==> config.mk <==
export PLATFORM = sky130hd
export DESIGN_NAME = mpc_regs
export DESIGN_NICKNAME = d
export VERILOG_FILES = /design/src/verilog/mpc_pkg.sv /design/src/verilog/mpc_regs.sv
export VERILOG_INCLUDE_DIRS = /design/src /design/src/verilog
export SDC_FILE = /design/constraint.sdc
export NUM_CORES = 1
export LEC_CHECK = 0
export ABC_AREA = 1
export BUFFER_PORTS_ARGS = -buffer_cell sky130_fd_sc_hd__clkbuf_2
export CAP_MARGIN = 0
export CORE_MARGIN = 1.5
export CORE_UTILIZATION = 50
export CTS_CLUSTER_SIZE = 8
export DETAILED_ROUTE_END_ITERATION = 12
export GPL_ROUTABILITY_DRIVEN = 0
export PLACE_DENSITY = 0.7
export SLEW_MARGIN = 5
export SYNTH_ARGS = -nofsm -noshare
export SYNTH_HDL_FRONTEND = slang
export SYNTH_SLANG_ARGS = --single-unit
==> constraint.sdc <==
create_clock -name clk_in -period 2.85 [get_ports clk_in]
set_clock_uncertainty 0.05 [all_clocks]
set_input_delay 0.285 -clock clk_in [delete_from_list [all_inputs] [get_ports clk_in]]
set_output_delay 0.285 -clock clk_in [all_outputs]
set_load 0.02 [all_outputs]
==> src/verilog/mpc_defs.svh <==
// How it works
// - Core select bits 2..0, reset 3, 100 external
// - Balun output capacitance bits 7..4, reset zero
// - Balun input capacitance bits 3..0, reset zero
// - Linearizer resistor select bits 12..6, reset 44h
// - Linearizer capacitor select bits 5..0, reset 1
// - Q polarity bits 11..10, reset 2
// - I polarity bits 9..8, reset 1
// - Sideband null codes Q 7..4, I 3..0
// - I carrier null bits 15..8, sign-magnitude
// - Q carrier null bits 7..0, sign-magnitude
// - Pump control bits 4..2, reset 4
// - Detector edge select bits 1..0, reset zero
// - Tuning voltage source bits 9..8, reset zero
// - Internal settings fields reset 0Bh and 0BDh
// - Detector/pump register reads 0010h after reset
// - First dither register reads 000Eh after reset
// - Modulator control register reads 0900h after reset
// - Second dither register full 16 bits, reset zero
`ifndef MPC_DEFS_SVH
`define MPC_DEFS_SVH

// Serial frame: read flag, 7 address bits, 16 data bits
`define MPC_FRAME_BITS 5'd24
`define MPC_DATA_START 5'd8
`define MPC_LAST_BIT 5'd23

// Register addresses
`define MPC_A_OSC 7'h22
`define MPC_A_BALUN 7'h30
`define MPC_A_LIN 7'h31
`define MPC_A_MODA 7'h32
`define MPC_A_NULL 7'h33
`define MPC_A_PUMP 7'h40
`define MPC_A_DITHA 7'h42
`define MPC_A_DITHV 7'h43
`define MPC_A_BAND 7'h45
`define MPC_A_INT 7'h49

// Writable bit masks
`define MPC_M_OSC 16'h0007
`define MPC_M_BALUN 16'h00FF
`define MPC_M_LIN 16'h1FFF
`define MPC_M_MODA 16'h7FFF
`define MPC_M_NULL 16'hFFFF
`define MPC_M_PUMP 16'h007F
`define MPC_M_DITHA 16'h000F
`define MPC_M_DITHV 16'hFFFF
`define MPC_M_BAND 16'h03FF
`define MPC_M_INT 16'h3FFF

// Reset values
`define MPC_R_OSC 16'h0003
`define MPC_R_BALUN 16'h0000
`define MPC_R_LIN 16'h1101
`define MPC_R_MODA 16'h0900
`define MPC_R_NULL 16'h0000
`define MPC_R_PUMP 16'h0010
`define MPC_R_DITHA 16'h000E
`define MPC_R_DITHV 16'h0000
`define MPC_R_BAND 16'h0000
`define MPC_R_INT 16'h16BD

`endif

==> src/verilog/mpc_pkg.sv <==
`default_nettype none
package mpc_pkg;
  // Register storage indices
  typedef enum logic [3:0] {
    MPC_I_OSC, MPC_I_BALUN, MPC_I_LIN, MPC_I_MODA, MPC_I_NULL,
    MPC_I_PUMP, MPC_I_DITHA, MPC_I_DITHV, MPC_I_BAND, MPC_I_INT
  } mpc_idx_e;

  // Whole module state, registered as one word
  typedef struct packed {
    logic [9:0][15:0] regs; // Register file
    logic [1:0] sclk_s;     // Serial clock synchroniser
    logic [1:0] cs_s;       // Chip select synchroniser
    logic [1:0] sdi_s;      // Data input synchroniser
    logic sclk_p;           // Previous synchronised clock
    logic [4:0] cnt;        // Bit position in frame
    logic rd;               // Frame is a read
    logic [6:0] addr;       // Frame address
    logic [15:0] shift;     // Data shift register
    logic sdo;              // Serial output bit
    logic oe;               // Output enable
  } mpc_state_s;

  // Decoded fields toward the analog circuits
  typedef struct packed {
    logic [2:0] osc_core_select;
    logic [3:0] balun_out_cap;
    logic [3:0] balun_in_cap;
    logic [6:0] linearizer_res_select;
    logic [5:0] linearizer_cap_select;
    logic [2:0] modulator_bleed_current;
    logic [1:0] q_polarity_switch;
    logic [1:0] i_polarity_switch;
    logic [3:0] q_sideband_null;
    logic [3:0] i_sideband_null;
    logic [7:0] i_carrier_null;
    logic [7:0] q_carrier_null;
    logic [1:0] antibacklash_delay;
    logic [2:0] pump_control;
    logic [1:0] detector_edge_select;
    logic dither_enable;
    logic [1:0] dither_magnitude;
    logic dither_value_bit;
    logic [15:0] dither_value;
    logic [1:0] tuning_voltage_source;
    logic osc_band_source;
    logic [6:0] osc_band_select;
    logic [4:0] internal_set_hi;
    logic [8:0] internal_set_lo;
  } mpc_cfg_s;
endpackage : mpc_pkg
`default_nettype wire

==> src/verilog/mpc_regs.sv <==
`timescale 1ns/1ns
`default_nettype none
`include "mpc_defs.svh"
module mpc_regs (
  // Clock, reset and enable
  input wire logic clk_in,
  input wire logic srst_in,
  input wire logic ce_in,
  // Three-wire serial port
  input wire logic spi_sclk_in,
  input wire logic spi_cs_n_in,
  input wire logic sdio_in,
  output logic sdio_out,
  output logic sdio_oe_out,
  // Decoded configuration fields
  output mpc_pkg::mpc_cfg_s cfg_out
);
  import mpc_pkg::*;

  // State and its next value
  mpc_state_s st_q;
  mpc_state_s st_d;

  // Address decode: hit flag plus storage index
  function automatic logic [4:0] addr_dec(input logic [6:0] a);
    case (a)
      `MPC_A_OSC: addr_dec = {1'b1, MPC_I_OSC};
      `MPC_A_BALUN: addr_dec = {1'b1, MPC_I_BALUN};
      `MPC_A_LIN: addr_dec = {1'b1, MPC_I_LIN};
      `MPC_A_MODA: addr_dec = {1'b1, MPC_I_MODA};
      `MPC_A_NULL: addr_dec = {1'b1, MPC_I_NULL};
      `MPC_A_PUMP: addr_dec = {1'b1, MPC_I_PUMP};
      `MPC_A_DITHA: addr_dec = {1'b1, MPC_I_DITHA};
      `MPC_A_DITHV: addr_dec = {1'b1, MPC_I_DITHV};
      `MPC_A_BAND: addr_dec = {1'b1, MPC_I_BAND};
      `MPC_A_INT: addr_dec = {1'b1, MPC_I_INT};
      default: addr_dec = 5'h00; // Unmapped
    endcase
  endfunction : addr_dec

  // Writable bits of each register
  function automatic logic [15:0] reg_mask(input logic [3:0] i);
    case (i)
      MPC_I_OSC: reg_mask = `MPC_M_OSC;
      MPC_I_BALUN: reg_mask = `MPC_M_BALUN;
      MPC_I_LIN: reg_mask = `MPC_M_LIN;
      MPC_I_MODA: reg_mask = `MPC_M_MODA;
      MPC_I_NULL: reg_mask = `MPC_M_NULL;
      MPC_I_PUMP: reg_mask = `MPC_M_PUMP;
      MPC_I_DITHA: reg_mask = `MPC_M_DITHA;
      MPC_I_DITHV: reg_mask = `MPC_M_DITHV;
      MPC_I_BAND: reg_mask = `MPC_M_BAND;
      MPC_I_INT: reg_mask = `MPC_M_INT;
      default: reg_mask = 16'h0000;
    endcase
  endfunction : reg_mask

  // Reset value of each register
  function automatic logic [15:0] reg_rst(input logic [3:0] i);
    case (i)
      MPC_I_OSC: reg_rst = `MPC_R_OSC;
      MPC_I_BALUN: reg_rst = `MPC_R_BALUN;
      MPC_I_LIN: reg_rst = `MPC_R_LIN;
      MPC_I_MODA: reg_rst = `MPC_R_MODA;
      MPC_I_NULL: reg_rst = `MPC_R_NULL;
      MPC_I_PUMP: reg_rst = `MPC_R_PUMP;
      MPC_I_DITHA: reg_rst = `MPC_R_DITHA;
      MPC_I_DITHV: reg_rst = `MPC_R_DITHV;
      MPC_I_BAND: reg_rst = `MPC_R_BAND;
      MPC_I_INT: reg_rst = `MPC_R_INT;
      default: reg_rst = 16'h0000;
    endcase
  endfunction : reg_rst

  // True when no register holds a bit outside its mask
  function automatic logic regs_clean(input logic [9:0][15:0] r);
    regs_clean = 1'b1;
    for (int i = 0; i < 10; i++) begin
      if ((r[i] & ~reg_mask(4'(i))) != 16'h0000) begin
        regs_clean = 1'b0;
      end
    end
  endfunction : regs_clean

  // Edge detection on the synchronised clock, second stage only
  logic sclk_rise;
  logic sclk_fall;
  logic sdi_bit;
  logic [4:0] dec;
  logic [15:0] wr_word;
  logic wr_fire;
  assign sclk_rise = st_q.sclk_s[1] & ~st_q.sclk_p;
  assign sclk_fall = ~st_q.sclk_s[1] & st_q.sclk_p;
  assign sdi_bit = st_q.sdi_s[1];
  assign dec = addr_dec(st_q.addr);
  assign wr_word = {st_q.shift[14:0], sdi_bit};
  // Last data bit of a write frame to a mapped address
  assign wr_fire = ~st_q.cs_s[1] & sclk_rise & ~st_q.rd & dec[4] &
                   (st_q.cnt == `MPC_LAST_BIT);

  // Next-state logic for the whole block
  always_comb begin
    st_d = st_q;
    if (srst_in) begin
      // Registers take their reset values, port goes idle
      for (int i = 0; i < 10; i++) begin
        st_d.regs[i] = reg_rst(4'(i));
      end
      st_d.sclk_s = 2'h0;
      st_d.cs_s = 2'h3;
      st_d.sdi_s = 2'h0;
      st_d.sclk_p = 1'b0;
      st_d.cnt = 5'h00;
      st_d.rd = 1'b0;
      st_d.addr = 7'h00;
      st_d.shift = 16'h0000;
      st_d.sdo = 1'b0;
      st_d.oe = 1'b0;
    end else if (ce_in) begin
      // Pins pass two flip-flops before any logic reads them
      st_d.sclk_s = {st_q.sclk_s[0], spi_sclk_in};
      st_d.cs_s = {st_q.cs_s[0], spi_cs_n_in};
      st_d.sdi_s = {st_q.sdi_s[0], sdio_in};
      st_d.sclk_p = st_q.sclk_s[1];
      if (st_q.cs_s[1]) begin
        // Deselected: frame aborted, line released
        st_d.cnt = 5'h00;
        st_d.oe = 1'b0;
      end else if (sclk_rise) begin
        // Sample one bit from the host
        if (st_q.cnt == 5'h00) begin
          st_d.rd = sdi_bit;
        end else if (st_q.cnt < `MPC_DATA_START) begin
          st_d.addr = {st_q.addr[5:0], sdi_bit};
        end else if (!st_q.rd && st_q.cnt < `MPC_FRAME_BITS) begin
          st_d.shift = wr_word;
        end
        // Commit the write, masking unassigned bits
        if (wr_fire) begin
          st_d.regs[dec[3:0]] = wr_word & reg_mask(dec[3:0]);
        end
        // Bits past the frame are ignored
        if (st_q.cnt != `MPC_FRAME_BITS) begin
          st_d.cnt = st_q.cnt + 5'd1;
        end
      end else if (sclk_fall && st_q.rd) begin
        // Drive read data on falling edges, MSB first
        if (st_q.cnt == `MPC_DATA_START) begin
          // Unmapped addresses read as zero
          if (dec[4]) begin
            st_d.sdo = st_q.regs[dec[3:0]][15];
            st_d.shift = {st_q.regs[dec[3:0]][14:0], 1'b0};
          end else begin
            st_d.sdo = 1'b0;
            st_d.shift = 16'h0000;
          end
          st_d.oe = 1'b1;
        end else if (st_q.cnt > `MPC_DATA_START &&
                     st_q.cnt < `MPC_FRAME_BITS) begin
          st_d.sdo = st_q.shift[15];
          st_d.shift = {st_q.shift[14:0], 1'b0};
        end else if (st_q.cnt == `MPC_FRAME_BITS) begin
          // Release the line after the last data bit
          st_d.oe = 1'b0;
        end
      end
    end
  end

  // Single state register
  always_ff @(posedge clk_in) begin
    st_q <= st_d;
  end

  // Serial output straight from flip-flops
  assign sdio_out = st_q.sdo;
  assign sdio_oe_out = st_q.oe;

  // Field slices of the register flip-flops
  assign cfg_out.osc_core_select = st_q.regs[MPC_I_OSC][2:0];
  assign cfg_out.balun_out_cap = st_q.regs[MPC_I_BALUN][7:4];
  assign cfg_out.balun_in_cap = st_q.regs[MPC_I_BALUN][3:0];
  assign cfg_out.linearizer_res_select =
    st_q.regs[MPC_I_LIN][12:6];
  assign cfg_out.linearizer_cap_select =
    st_q.regs[MPC_I_LIN][5:0];
  assign cfg_out.modulator_bleed_current = st_q.regs[MPC_I_MODA][14:12];
  assign cfg_out.q_polarity_switch =
    st_q.regs[MPC_I_MODA][11:10];
  assign cfg_out.i_polarity_switch = st_q.regs[MPC_I_MODA][9:8];
  assign cfg_out.q_sideband_null = st_q.regs[MPC_I_MODA][7:4];
  assign cfg_out.i_sideband_null = st_q.regs[MPC_I_MODA][3:0];
  // Sign in bit 7, magnitude in 5 uA steps below it
  assign cfg_out.i_carrier_null = st_q.regs[MPC_I_NULL][15:8];
  assign cfg_out.q_carrier_null = st_q.regs[MPC_I_NULL][7:0];
  assign cfg_out.antibacklash_delay = st_q.regs[MPC_I_PUMP][6:5];
  assign cfg_out.pump_control = st_q.regs[MPC_I_PUMP][4:2];
  assign cfg_out.detector_edge_select =
    st_q.regs[MPC_I_PUMP][1:0];
  assign cfg_out.dither_enable = st_q.regs[MPC_I_DITHA][3];
  assign cfg_out.dither_magnitude = st_q.regs[MPC_I_DITHA][2:1];
  assign cfg_out.dither_value_bit = st_q.regs[MPC_I_DITHA][0];
  assign cfg_out.dither_value = st_q.regs[MPC_I_DITHV];
  assign cfg_out.tuning_voltage_source =
    st_q.regs[MPC_I_BAND][9:8];
  assign cfg_out.osc_band_source = st_q.regs[MPC_I_BAND][7];
  assign cfg_out.osc_band_select = st_q.regs[MPC_I_BAND][6:0];
  assign cfg_out.internal_set_hi = st_q.regs[MPC_I_INT][13:9];
  assign cfg_out.internal_set_lo = st_q.regs[MPC_I_INT][8:0];
endmodule : mpc_regs
`default_nettype wire

# Yosys cells after proc, flatten, opt, wreduce, memory -nomap -nowiden
# Memory sizes are Yosys's and may differ from the RTL's.
# Cells that the tools add are included.
[totals] reg_bits=198 romBits=256 in_bits=6 output_inout_bits=108 word_cells=107 memories=1
[op_classes] add_sub_neg=1 n_lt_le_gt_ge=5 eq_ne=19 n_mux=28 bitwise_logic=13 n_reduce_logical=20
[memory_table] memory="(name not given)" depth=16 word_bits=16 read_ports=1 rd_clocked_by_memory_dff=0 write_ports=0 line="mpc_regs.sv:43" text="case (i)"
[ops] op="160-bit bitwise mux" n=1
[ops] op="16-bit two-way mux" n=10
[ops] op="16-bit binary-select mux with 4-bit select" n=1
[ops] op="16-bit demux with 4-bit select" n=1
[ops] op="5-bit one-hot mux with 10 select lines" n=1
[ops] op="18-bit two-way mux" n=2
[ops] op="7-bit by 6-bit == test with 1-bit output, second input constant" n=5
[ops] op="7-bit == test, second input constant" n=5
[ops] op="17-bit two-way mux" n=2
[ops] op="23-bit two-way mux" n=1
[ops] op="16-bit bitwise AND" n=1
[ops] op="5-bit AND reduction" n=3
[ops] op="13-bit two-way mux" n=1
[ops] op="5-bit == test, second input constant" n=2
[ops] op="5-bit two-way mux" n=2
[ops] op="2-bit nonzero test" n=5
[ops] op="4-bit AND reduction" n=2
[ops] op="7-bit two-way mux" n=1
[ops] op="7-bit AND reduction" n=1
[ops] op="1-bit bitwise AND" n=6
[ops] op="2-bit != test, second input constant" n=3
[ops] op="1-bit NOT" n=6
[ops] op="3-bit nonzero test" n=2
[ops] op="5-bit by 1-bit adder with 5-bit output, second input constant" n=1
[ops] op="other kinds (14)" n=21

# Longest topological paths before layout
# Gate-level depths: netlist (run 1).
[logic_depth] depth_word=13 depth_mapped=16

# Worst setup path after synthesis (run 1)
# OpenSTA, ideal clock, no wires.
[synth_path] kind="register -> register" startpoint="register st_q[23] (netlist bit)" endpoint="register st_q, in the netlist cfg_out[0]" arrival_ps=2258 slack_ps=410 path_stages_with_launch=17 n_path_buf=2 synth_period_minus_slack_ps=2440 path_cell_list="dfxtp_1 > nor2_1 > nand2_2 > nor2_1 > inv_1 > nand3_2 > inv_1 > buf_1 > ha_1 > inv_1 > nor2_2 > inv_2 > nor2_1 > inv_1 > buf_2 > a21oi_1 > o21ai_0"
[synth_via] elab_chain_cells=10
[synth_lines] element="from (decl)" line="mpc_regs.sv:21" text="mpc_state_s st_q;"
[synth_lines] element="from (signal assigned)" line="mpc_regs.sv:172" text="st_q <= st_d;"
[synth_lines] element="7-bit == test or 7-bit by 6-bit == test with 1-bit output (tied branches)" line="mpc_regs.sv:26" text="case (a)"
[synth_lines] element="5-bit one-hot mux with 10 select lines (*)" line="mpc_regs.sv:26"
[synth_lines] element="memory 16 x 16 bit"
[synth_lines] element="16-bit two-way mux" line="mpc_regs.sv:139" text="if (wr_fire) begin"
[synth_lines] element="16-bit two-way mux" line="mpc_regs.sv:129" text="end else if (sclk_rise) begin"
[synth_lines] element="16-bit two-way mux" line="mpc_regs.sv:125" text="if (st_q.cs_s[1]) begin"
[synth_lines] element="16-bit two-way mux" line="mpc_regs.sv:119" text="end else if (ce_in) begin"
[synth_lines] element="16-bit two-way mux" line="mpc_regs.sv:104" text="if (srst_in) begin"
[synth_lines] element="16-bit bitwise AND" line="mpc_regs.sv:140" text="st_d.regs[dec[3:0]] = wr_word & reg_mask(dec[3:0]);"
[synth_lines] element="160-bit bitwise mux" line="mpc_regs.sv:140"
# Every way passes the cells marked *; elsewhere a longest branch is shown, timed or not. The select of a mux whose other input is x is not followed.
# A chain may end at the register's enable or synchronous reset.

# Worst setup path after layout (run 1)
[layout_path] startpoint="register st_q[23] (netlist bit)" endpoint="register st_q[83] (netlist bit)"
# The elaborated chain is that of the path after synthesis.

==> flow_metrics.env, run 1 <==
export IMPL_syn_instance_count=1399
export IMPL_synth_cell_types=41
export IMPL_coreArea_um2=20200
export IMPL_hp_class="in2reg"
export IMPL_wire_per_inst_um=18.6
export IMPL_internal_power_uw=3980
export IMPL_ios=114
export IMPL_clock_sinks=198
export IMPL_synthSimpleGateAreaFrac_pct=23.0
export IMPL_cp_slowest_stage_delay_ps=410
export IMPL_path_buf_inv=2
export IMPL_synth_top_cell_by_area="dfxtp_1"
export IMPL_path_common_cell="nor2_1"
export IMPL_yosysWarnings=0
export IMPL_synth_seq_area_share_pct=38.7
export IMPL_holdPathStages=3
export IMPL_insertion_delay_ps=450
export IMPL_cap_violations=0
export IMPL_root_buffer="clkbuf_16"
export IMPL_post_route_util_pct=53.3
export IMPL_synth_compound_area_share_pct=21.4
export IMPL_worstRegToRegCells=11
export IMPL_dieArea_um2=21400
export IMPL_dr_pass1_iters=6
export IMPL_vias_per_cell=5.82
export IMPL_power_leakage_uw=0.00456
export IMPL_grt_pass1_vias=8512
export IMPL_holdBufCountCts=1
export IMPL_grt_start_max_net_pins=91
export IMPL_fin_crit_ps=2600
export IMPL_path_depth=11
export IMPL_fillers=1982
export IMPL_netlist_area_um2=10200
export IMPL_dieHeight_um=146
export IMPL_crit_path_top_delay_cell="dfxtp_1"
export IMPL_cts_buffers=17
export IMPL_worstMarginPinSlew_ps=706
export IMPL_p_per_area_nw_per_um2=495
export IMPL_synth_top_area_share_pct=38.7
export IMPL_diodes=0
export IMPL_path_cells="nor2_1, nand2_2, nor2_1, nor2_4, nand3_2, inv_1, ha_1, nand3_4, inv_2, a21oi_1, o21a_1"
export IMPL_p_sw_uw=1340
export IMPL_ys_top_cells_by_count="nand2_1 (224), dfxtp_1 (198), a21oi_1 (188)"
export IMPL_multi_input_area_um2=4670
export IMPL_vdd_drop_max_uv=416
export IMPL_cp_arrival_ps=2890
export IMPL_synthMuxAreaShare_pct=0
export IMPL_drcViolationCount=0
export IMPL_gr_usage_all_layers_pct=28.5
export IMPL_comb_power_share_pct=2.7
export IMPL_synth_seq_cells=198
export IMPL_synthTopCellsByArea="dfxtp_1 (39%), a21oi_1 (9.2%), buf_4 (8.5%), nand2_1 (8.2%), o21ai_0 (7.2%)"
export IMPL_end_kind="flip-flop"
export IMPL_die_w_um=146
export IMPL_grt_pass1_wl_mm=48.1
export IMPL_cts_max_level=4
export IMPL_yosys_area_share_adder_pct=0.977
export IMPL_max_clock_path_buffers=2
export IMPL_critPathLaunchType="flip-flop"
export IMPL_regArea_um2=3960
export IMPL_status="finished clean"
export IMPL_dpl_cell_count=1603
export IMPL_rows=52
export IMPL_cts_tree="yes"
export IMPL_post_cts_buffers=0
export IMPL_setup_viol=0
export IMPL_stdcell_count=1636
export IMPL_syn_to_final_growth_pct=4.92
export IMPL_synth_edf_count=0
export IMPL_hold_viol=0
export IMPL_synth_top_family_by_area="simple AND/OR/NAND/NOR gates"
export IMPL_nNetsFinal=1367
export IMPL_drt_iter0_drc=1122
export IMPL_path_delay_family="simple AND/OR/NAND/NOR gates"
export IMPL_dp_hpwl_mm=19.8
export IMPL_async_flop_share_pct=0
export IMPL_num_vias=9523
export IMPL_p_clk_share_pct=45.1
export IMPL_max_slew_margin_rel_pct=52.9
export IMPL_cp_max_fo=24
export IMPL_syn_avg_cell_area_um2=7.33
export IMPL_fmax_ghz=0.385
export IMPL_drv_slew=0
export IMPL_setup_tns_ps=0
export IMPL_p_seq_share_pct=52.2
export IMPL_synth_ff_type="dfxtp_1"
export IMPL_crit_required_ps=3150
export IMPL_antenna_left=0
export IMPL_drive_above_1_share_pct=17.0
export IMPL_rsz0062_at_grt="no"
export IMPL_fin_crit_sh_pct=91.1
export IMPL_antenna_found_initial=0
export IMPL_path_class="reg2reg"
export IMPL_port_buffers=113
export IMPL_post_cts_resize_count=0
export IMPL_start_util_pct=50.8
export IMPL_synth_nets=1413
export IMPL_synth_most_common_cell="nand2_1"
export IMPL_gr_total_overflow=0
export IMPL_sw_frac_of_total_pct=25.2
export IMPL_synth_xor_area_share_pct=0
export IMPL_wirelength_mm=30.5
export IMPL_path_clk_slew_ps=80
placed cells by master (no fill, tap or decap), types with 3 or more instances in the layout:
master,synthesis,routed
a211oi_1,4,4
a21oi_1,188,188
a21oi_2,9,9
a31oi_1,15,15
buf_12,0,4
buf_4,116,25
clkbuf_16,0,17
clkbuf_2,0,113
clkinv_4,0,3
dfxtp_1,198,198
ha_1,8,8
inv_1,76,76
inv_2,12,12
inv_6,1,4
inv_8,0,5
nand2_1,224,223
nand2_2,4,5
nand2_4,5,5
nand3_1,116,115
nand3_2,3,4
nand3_4,3,3
nand4_1,75,75
nor2_1,31,31
nor2_2,6,5
nor2_4,4,5
nor3_1,5,5
nor3_2,4,3
o211ai_1,3,3
o21a_1,20,20
o21ai_0,147,147
o21ai_1,16,16
final timing paths:
path                         start                    end  slack, ps
max reg2reg  st_q[23]$_SDFFE_PP0P_  st_q[83]$_SDFFE_PP0P_        250
min reg2reg  st_q[34]$_SDFFE_PP1P_  st_q[34]$_SDFFE_PP1P_        410
min                    spi_sclk_in  st_q[36]$_SDFFE_PP0P_          2
max          st_q[23]$_SDFFE_PP0P_  st_q[83]$_SDFFE_PP0P_        250
through the flow:
stage	cell area [um^2]	hold slack, ps	power (uW)	setup WS, ps
floorplan	10200	361	2940	410
global placement	10200	389	2980	389
detailed placement	10200	392	2980	315
CTS	10800	2.09	5340	264
global route	10800	4.70	5470	15.7
finish	10800	2.29	5320	253
layout make-up:
| cell class | instances | share of cell area [%] |
|---|---|---|
| timing repair buffer | 143 | 7.84 |
| sequential | 198 | 36.9 |
| clock buffer | 17 | 3.96 |
| tap | 270 | 3.14 |
| multi-input combinational | 900 | 43.4 |
| inverter | 93 | 3.33 |
| clock inverter | 15 | 1.45 |
layer usage:
| metal | GRT usage (%) | part of all wire (%) | vias to the layer above | routed length [um] |
|---|---|---|---|---|
| met3 | 5.81 | 8.6 | 56 | 2620 |
| met2 | 43.9 | 46 | 448 | 14000 |
| met5 | 0 | 0 | - | 0 |
| met1 | 39.1 | 42 | 4432 | 12900 |
| met4 | 11.8 | 3.1 | 0 | 941 |
| li1 | - | - | 4587 | - |
state kept, by name (all words and copies together) (netlist names):
name         flops
st_q            89
sdio_oe_out      1
cfg_out        106
sdio_out         1
sdi_bit          1
cell families (layout without fill, tap and decap cells):
kind of cell	after synthesis	count (layout)
AO/OA/AOI/OAI	408	408
adder cells (fa/ha/maj)	8	8
buffers and inverters	301	268
flip-flops	198	198
AND/OR/NAND/NOR	484	484
worst reg2reg max path, stage by stage, from the launching register on:
cell     delay, ps
dfxtp_1        410
nor2_1          90
nand2_2        110
nor2_1         100
nor2_4         160
nand3_2        140
inv_1          320
ha_1           330
nand3_4        170
inv_2          340
a21oi_1        140
o21a_1         130
power groups by stage:
stage / logic, uW / registers [uW] / clock network (uW)
finish: 142 / 2780 / 2400
global route: 157 / 2780 / 2530
CTS: 140 / 2780 / 2420
detailed placement: 138 / 2840 / 0
global placement: 138 / 2840 / 0
floorplan: 99.4 / 2840 / 0
(Power assumes the default switching activity.)
==> run 2, diff against run 1 <==
--- a/config.mk
+++ b/config.mk
@@ -10,11 +10,11 @@
 export BUFFER_PORTS_ARGS = -buffer_cell sky130_fd_sc_hd__clkbuf_2
 export CAP_MARGIN = 0
 export CORE_MARGIN = 1.5
-export CORE_UTILIZATION = 50
+export CORE_UTILIZATION = 48
 export CTS_CLUSTER_SIZE = 8
 export DETAILED_ROUTE_END_ITERATION = 12
 export GPL_ROUTABILITY_DRIVEN = 0
-export PLACE_DENSITY = 0.7
+export PLACE_DENSITY = 0.67
 export SLEW_MARGIN = 5
 export SYNTH_ARGS = -nofsm -noshare
 export SYNTH_HDL_FRONTEND = slang
==> run 2 against run 1 <==
Effect of this change:
- core utilization decreased by 1.5 points
- combinational power grew 3%
- via count is 1.9% higher
- count of clock-buffer cells in the layout is 3 higher
- hold slack improved by 13 ps
- non-clock buffer count is 15 higher
==> flow_metrics.env, run 2 (synthesized netlist as in run 1, its figures left out) <==
export IMPL_status="finished clean"
export IMPL_gr_usage_all_layers_pct=28.4
export IMPL_path_class="reg2reg"
export IMPL_path_clk_slew_ps=70
export IMPL_fin_crit_ps=2610
export IMPL_worstMarginPinSlew_ps=885
export IMPL_gr_total_overflow=0
export IMPL_crit_required_ps=3140
export IMPL_port_buffers=113
export IMPL_grt_pass1_vias=8775
export IMPL_dpl_cell_count=1623
export IMPL_cts_tree="yes"
export IMPL_grtUsageMet3_pct=5.69
export IMPL_dieHeight_um=149
export IMPL_coreArea_um2=21000
export IMPL_largest_reg_flops=106
export IMPL_max_slew_margin_rel_pct=41.0
export IMPL_grt_pass1_wl_mm=49.1
export IMPL_dp_hpwl_mm=20.8
export IMPL_layout_common_cells="nand2_1 (223), dfxtp_1 (198), a21oi_1 (188)"
export IMPL_antenna_left=0
export IMPL_drt_iter0_drc=1083
export IMPL_path_delay_family="compound AO/OA/AOI/OAI gates"
export IMPL_dr_pass1_iters=7
export IMPL_cts_max_level=4
export IMPL_cp_slowest_stage_delay_ps=500
export IMPL_use_met1_pct=37.4
export IMPL_worstRegToRegCells=11
export IMPL_cap_violations=0
export IMPL_grt_start_max_net_pins=98
export IMPL_p_per_area_nw_per_um2=496
export IMPL_critPathLaunchType="flip-flop"
export IMPL_fmax_ghz=0.384
export IMPL_ios=114
export IMPL_power_leakage_uw=0.00461
export IMPL_cp_arrival_ps=2900
export IMPL_wirelength_mm=31.2
export IMPL_antenna_found_initial=0
export IMPL_syn_to_final_growth_pct=6.04
export IMPL_path_buf_inv=2
export IMPL_dpl_cell_area_um2=10300
export IMPL_setup_viol=0
export IMPL_rows=53
export IMPL_drv_slew=0
export IMPL_nNetsFinal=1382
export IMPL_finalInstanceArea_um2=10900
export IMPL_vdd_drop_max_uv=414
export IMPL_die_w_um=149
export IMPL_final_common_cell="nand2_1"
export IMPL_holdPathStages=3
export IMPL_num_vias=9701
export IMPL_hp_class="in2reg"
export IMPL_path_common_cell="inv_1"
export IMPL_clock_sinks=198
export IMPL_end_kind="flip-flop"
export IMPL_setup_tns_ps=0
export IMPL_drcViolationCount=0
export IMPL_insertion_delay_ps=440
export IMPL_busiest_layer="met2"
export IMPL_cp_max_fo=9
export IMPL_start_util_pct=48.9
export IMPL_hold_viol=0
export IMPL_path_depth=11
export IMPL_diodes=0
export IMPL_vias_per_cell=5.86
export IMPL_stdcell_count=1655
export IMPL_path_cells="nand2_1, nor2_1, nand3_1, nand3_2, inv_1, ha_1, inv_1, nor2_2, o21ai_2, a21oi_1, o21a_1"
export IMPL_cts_buffers=17
export IMPL_drive_above_1_share_pct=17.7
export IMPL_rsz0062_at_grt="no"
export IMPL_crit_path_top_delay_cell="o21ai_2"
export IMPL_met2_usage_pct=43.1
export IMPL_fin_crit_sh_pct=91.4
export IMPL_root_buffer="clkbuf_16"
export IMPL_dieArea_um2=22200
export IMPL_max_clock_path_buffers=2
export IMPL_wire_per_inst_um=18.9
export IMPL_post_route_util_pct=51.9
==> run 2: cell count changes in the layout (fill, tap and decap cells not counted), sizes merged <==
cell and change:
clkinv -2, bufinv +2, clkbuf +3, inv -4, buf +15
==> run 2: where the power goes <==
part / total [uW] / leakage (uW) / internal, uW / switching, uW
combinational: 146 / 0.00273 / 37.9 / 108
clock: 2470 / 0.000281 / 1330 / 1140
sequential: 2780 / 0.00160 / 2770 / 5.83
total: 5400 / 0.00461 / 4150 / 1250
==> run 2: routing by layer <==
layer | routed length [um] | vias to the layer above
li1 | - | 4614
met1 | 13000 | 4512
met2 | 14000 | 468
met3 | 2550 | 107
met4 | 1650 | 0
met5 | 0 | -
==> run 2: through the flow <==
step	total power [uW]	setup slack, ps	hold slack (ps)
global route	5540	23.4	23.7
detailed placement	2990	244	395
CTS	5420	224	10.4
floorplan	2940	410	361
global placement	2980	304	391
finish	5400	244	15.8
==> run 2: final cells by class <==
class / count / area, um^2
Multi-Input combinational cell: 900 / 4670
Fill cell: 2118 / 10100
Clock buffer: 20 / 447
Sequential cell: 198 / 3960
Inverter: 93 / 358
Clock inverter: 11 / 141
Timing Repair Buffer: 158 / 947
Tap cell: 275 / 344
==> run 2: path summary, 6_finish.rpt <==
kind	start	endpoint	slack (ps)
max	st_q[22]$_SDFFE_PP0P_	cfg_out[37]$_SDFFE_PP0P_	240
min	spi_sclk_in	st_q[36]$_SDFFE_PP0P_	20
min reg2reg	st_q[196]$_SDFFE_PP0P_	st_q[196]$_SDFFE_PP0P_	400
max reg2reg	st_q[22]$_SDFFE_PP0P_	cfg_out[37]$_SDFFE_PP0P_	240
==> run 2: worst reg2reg max path, cell delays in order, from the launching register on <==
cell	delay (ps)
dfxtp_1	400
nand2_1	80
nor2_1	250
nand3_1	180
nand3_2	210
inv_1	140
ha_1	240
inv_1	100
nor2_2	60
o21ai_2	500
a21oi_1	150
o21a_1	130
==> run 2: what timing repair did <==
action | in CTS | in global routing
hold endpoints to repair | 1 | 0
hold buffers | 1 | 0
setup endpoints to repair | 0 | 27
buffers inserted | 0 | 0
gates resized for setup | 0 | 2
==> run 3, diff against run 2 <==
--- a/config.mk
+++ b/config.mk
@@ -15,6 +15,7 @@
 export DETAILED_ROUTE_END_ITERATION = 12
 export GPL_ROUTABILITY_DRIVEN = 0
 export PLACE_DENSITY = 0.67
+export RECOVER_POWER = 50
 export SLEW_MARGIN = 5
 export SYNTH_ARGS = -nofsm -noshare
 export SYNTH_HDL_FRONTEND = slang
==> run 3 against run 2 <==
Effect of this change:
- combinational power barely moved
- count of clock-buffer cells in the layout unchanged
- fmax decreased by 1.3%
- clock power is essentially flat
- sequential share of layout area increased by 0.71 points
- cell area shrank 1.9%
- power is essentially flat
- largest cell class unchanged
- highest routed layer unchanged
==> flow_metrics.env, run 3 (synthesized netlist as in run 1, its figures left out) <==
export IMPL_p_per_area_nw_per_um2=506
export IMPL_start_util_pct=48.9
export IMPL_insertion_delay_ps=440
export IMPL_root_buffer="clkbuf_16"
export IMPL_clock_sinks=198
export IMPL_rows=53
export IMPL_dieHeight_um=149
export IMPL_largest_reg_flops=106
export IMPL_die_w_um=149
export IMPL_grt_pass1_wl_mm=49.1
export IMPL_dpl_cell_count=1623
export IMPL_dp_hpwl_mm=20.8
export IMPL_antenna_found_initial=0
export IMPL_path_clk_slew_ps=70
export IMPL_rsz0062_at_grt="no"
export IMPL_drcViolationCount=0
export IMPL_vdd_drop_max_uv=412
export IMPL_fin_crit_ps=2640
export IMPL_grt_pass1_vias=8775
export IMPL_wirelength_mm=31.4
export IMPL_num_vias=9712
export IMPL_ios=114
export IMPL_cp_arrival_ps=2920
export IMPL_path_cells="inv_2, nor2_2, clkbuf_1, nand3_1, a21oi_2, clkinv_1, a31oi_1, a21oi_1"
export IMPL_dp_slack_ps=244
export IMPL_status="finished clean"
export IMPL_port_buffers=113
export IMPL_max_clock_path_buffers=2
export IMPL_fin_ws_ps=209
export IMPL_worstSetupStartpoint="st_q[37]$_SDFFE_PP0P_"
export IMPL_cp_slowest_stage_delay_ps=700
export IMPL_nNetsFinal=1382
export IMPL_hold_viol=0
export IMPL_hp_class="in2reg"
export IMPL_path_buf_inv=3
export IMPL_crit_required_ps=3120
export IMPL_power_leakage_uw=0.00422
export IMPL_dieArea_um2=22200
export IMPL_stdcell_count=1655
export IMPL_end_kind="flip-flop"
export IMPL_critPathLaunchType="flip-flop"
export IMPL_worstMarginPinSlew_ps=923
export IMPL_whs_ps=15.4
export IMPL_setup_viol=0
export IMPL_gr_usage_all_layers_pct=28.4
export IMPL_drive_above_1_share_pct=8.99
export IMPL_diodes=0
export IMPL_cp_max_fo=17
export IMPL_dpl_cell_area_um2=10300
export IMPL_r2r_start="st_q[37]$_SDFFE_PP0P_"
export IMPL_coreArea_um2=21000
export IMPL_layout_common_cells="nand2_1 (224), dfxtp_1 (198), a21oi_1 (188)"
export IMPL_syn_to_final_growth_pct=4.02
export IMPL_cap_violations=0
export IMPL_reg2reg_slack_ps=210
export IMPL_max_slew_margin_rel_pct=38.4
export IMPL_finalInstanceArea_um2=10700
export IMPL_path_class="reg2reg"
export IMPL_cts_tree="yes"
export IMPL_wire_per_inst_um=19.0
export IMPL_fin_crit_sh_pct=92.7
export IMPL_post_cts_buffers=0
export IMPL_cts_max_level=4
export IMPL_dr_pass1_iters=5
export IMPL_hp_start="spi_sclk_in"
export IMPL_grt_start_max_net_pins=98
export IMPL_fillers=2186
export IMPL_drt_iter0_drc=1000
export IMPL_drv_slew=0
export IMPL_gr_total_overflow=0
export IMPL_final_common_cell="nand2_1"
export IMPL_vias_per_cell=5.87
export IMPL_fmax_ghz=0.379
export IMPL_path_delay_family="buffers and inverters"
export IMPL_crit_path_top_delay_cell="clkbuf_1"
export IMPL_antenna_left=0
export IMPL_setup_tns_ps=0
export IMPL_cts_buffers=17
==> run 3: final timing paths <==
kind / endpoint / cells past startpoint
max: st_q[17]$_SDFFE_PP0P_ / 8
min: st_q[36]$_SDFFE_PP0P_ / 3
max reg2reg: st_q[17]$_SDFFE_PP0P_ / 8
min reg2reg: st_q[69]$_SDFFE_PP0P_ / 2
==> run 3: layout make-up <==
type                            count  area [um^2]  area share, %
Multi-Input combinational cell    900         4640           43.5
Sequential cell                   198         3960           37.2
Timing Repair Buffer              158          774           7.26
Clock buffer                       20          447           4.19
Inverter                           93          355           3.33
Tap cell                          275          344           3.23
Clock inverter                     11          141           1.33
==> run 3: routing by layer <==
metal / vias to the layer above / global-route usage, % / wire length (um)
met5: - / 0 / 0
met4: 0 / 16.5 / 1560
met3: 100 / 5.69 / 2330
met2: 447 / 43.1 / 14200
met1: 4554 / 37.4 / 13400
li1: 4611 / - / -
==> run 3: stage by stage <==
stage                     total power (uW)  util [%]
final                                 5390      50.9
after global routing                  5530      50.9
after CTS                             5420      51.8
after detailed placement              2990      49.0
after global placement                2980      49.0
after floorplan                       2940         -
==> run 3: worst min-delay path, cell delays in order <==
cell and delay [ps]:
clkbuf_2 70, nor2_1 30, nor2_1 80
==> run 3: report_power, final <==
| group | total (uW) | internal, uW | switching [uW] |
|---|---|---|---|
| registers | 2780 | 2770 | 5.94 |
| logic | 144 | 36.8 | 107 |
| clock network | 2470 | 1330 | 1130 |
==> run 3: repair_timing <==
action                                  4_1_cts  5_1_grt
endpoints found under the setup margin        0       27
resized for setup                             0        2
hold buffers                                  1        0
endpoints found under the hold margin         1        0
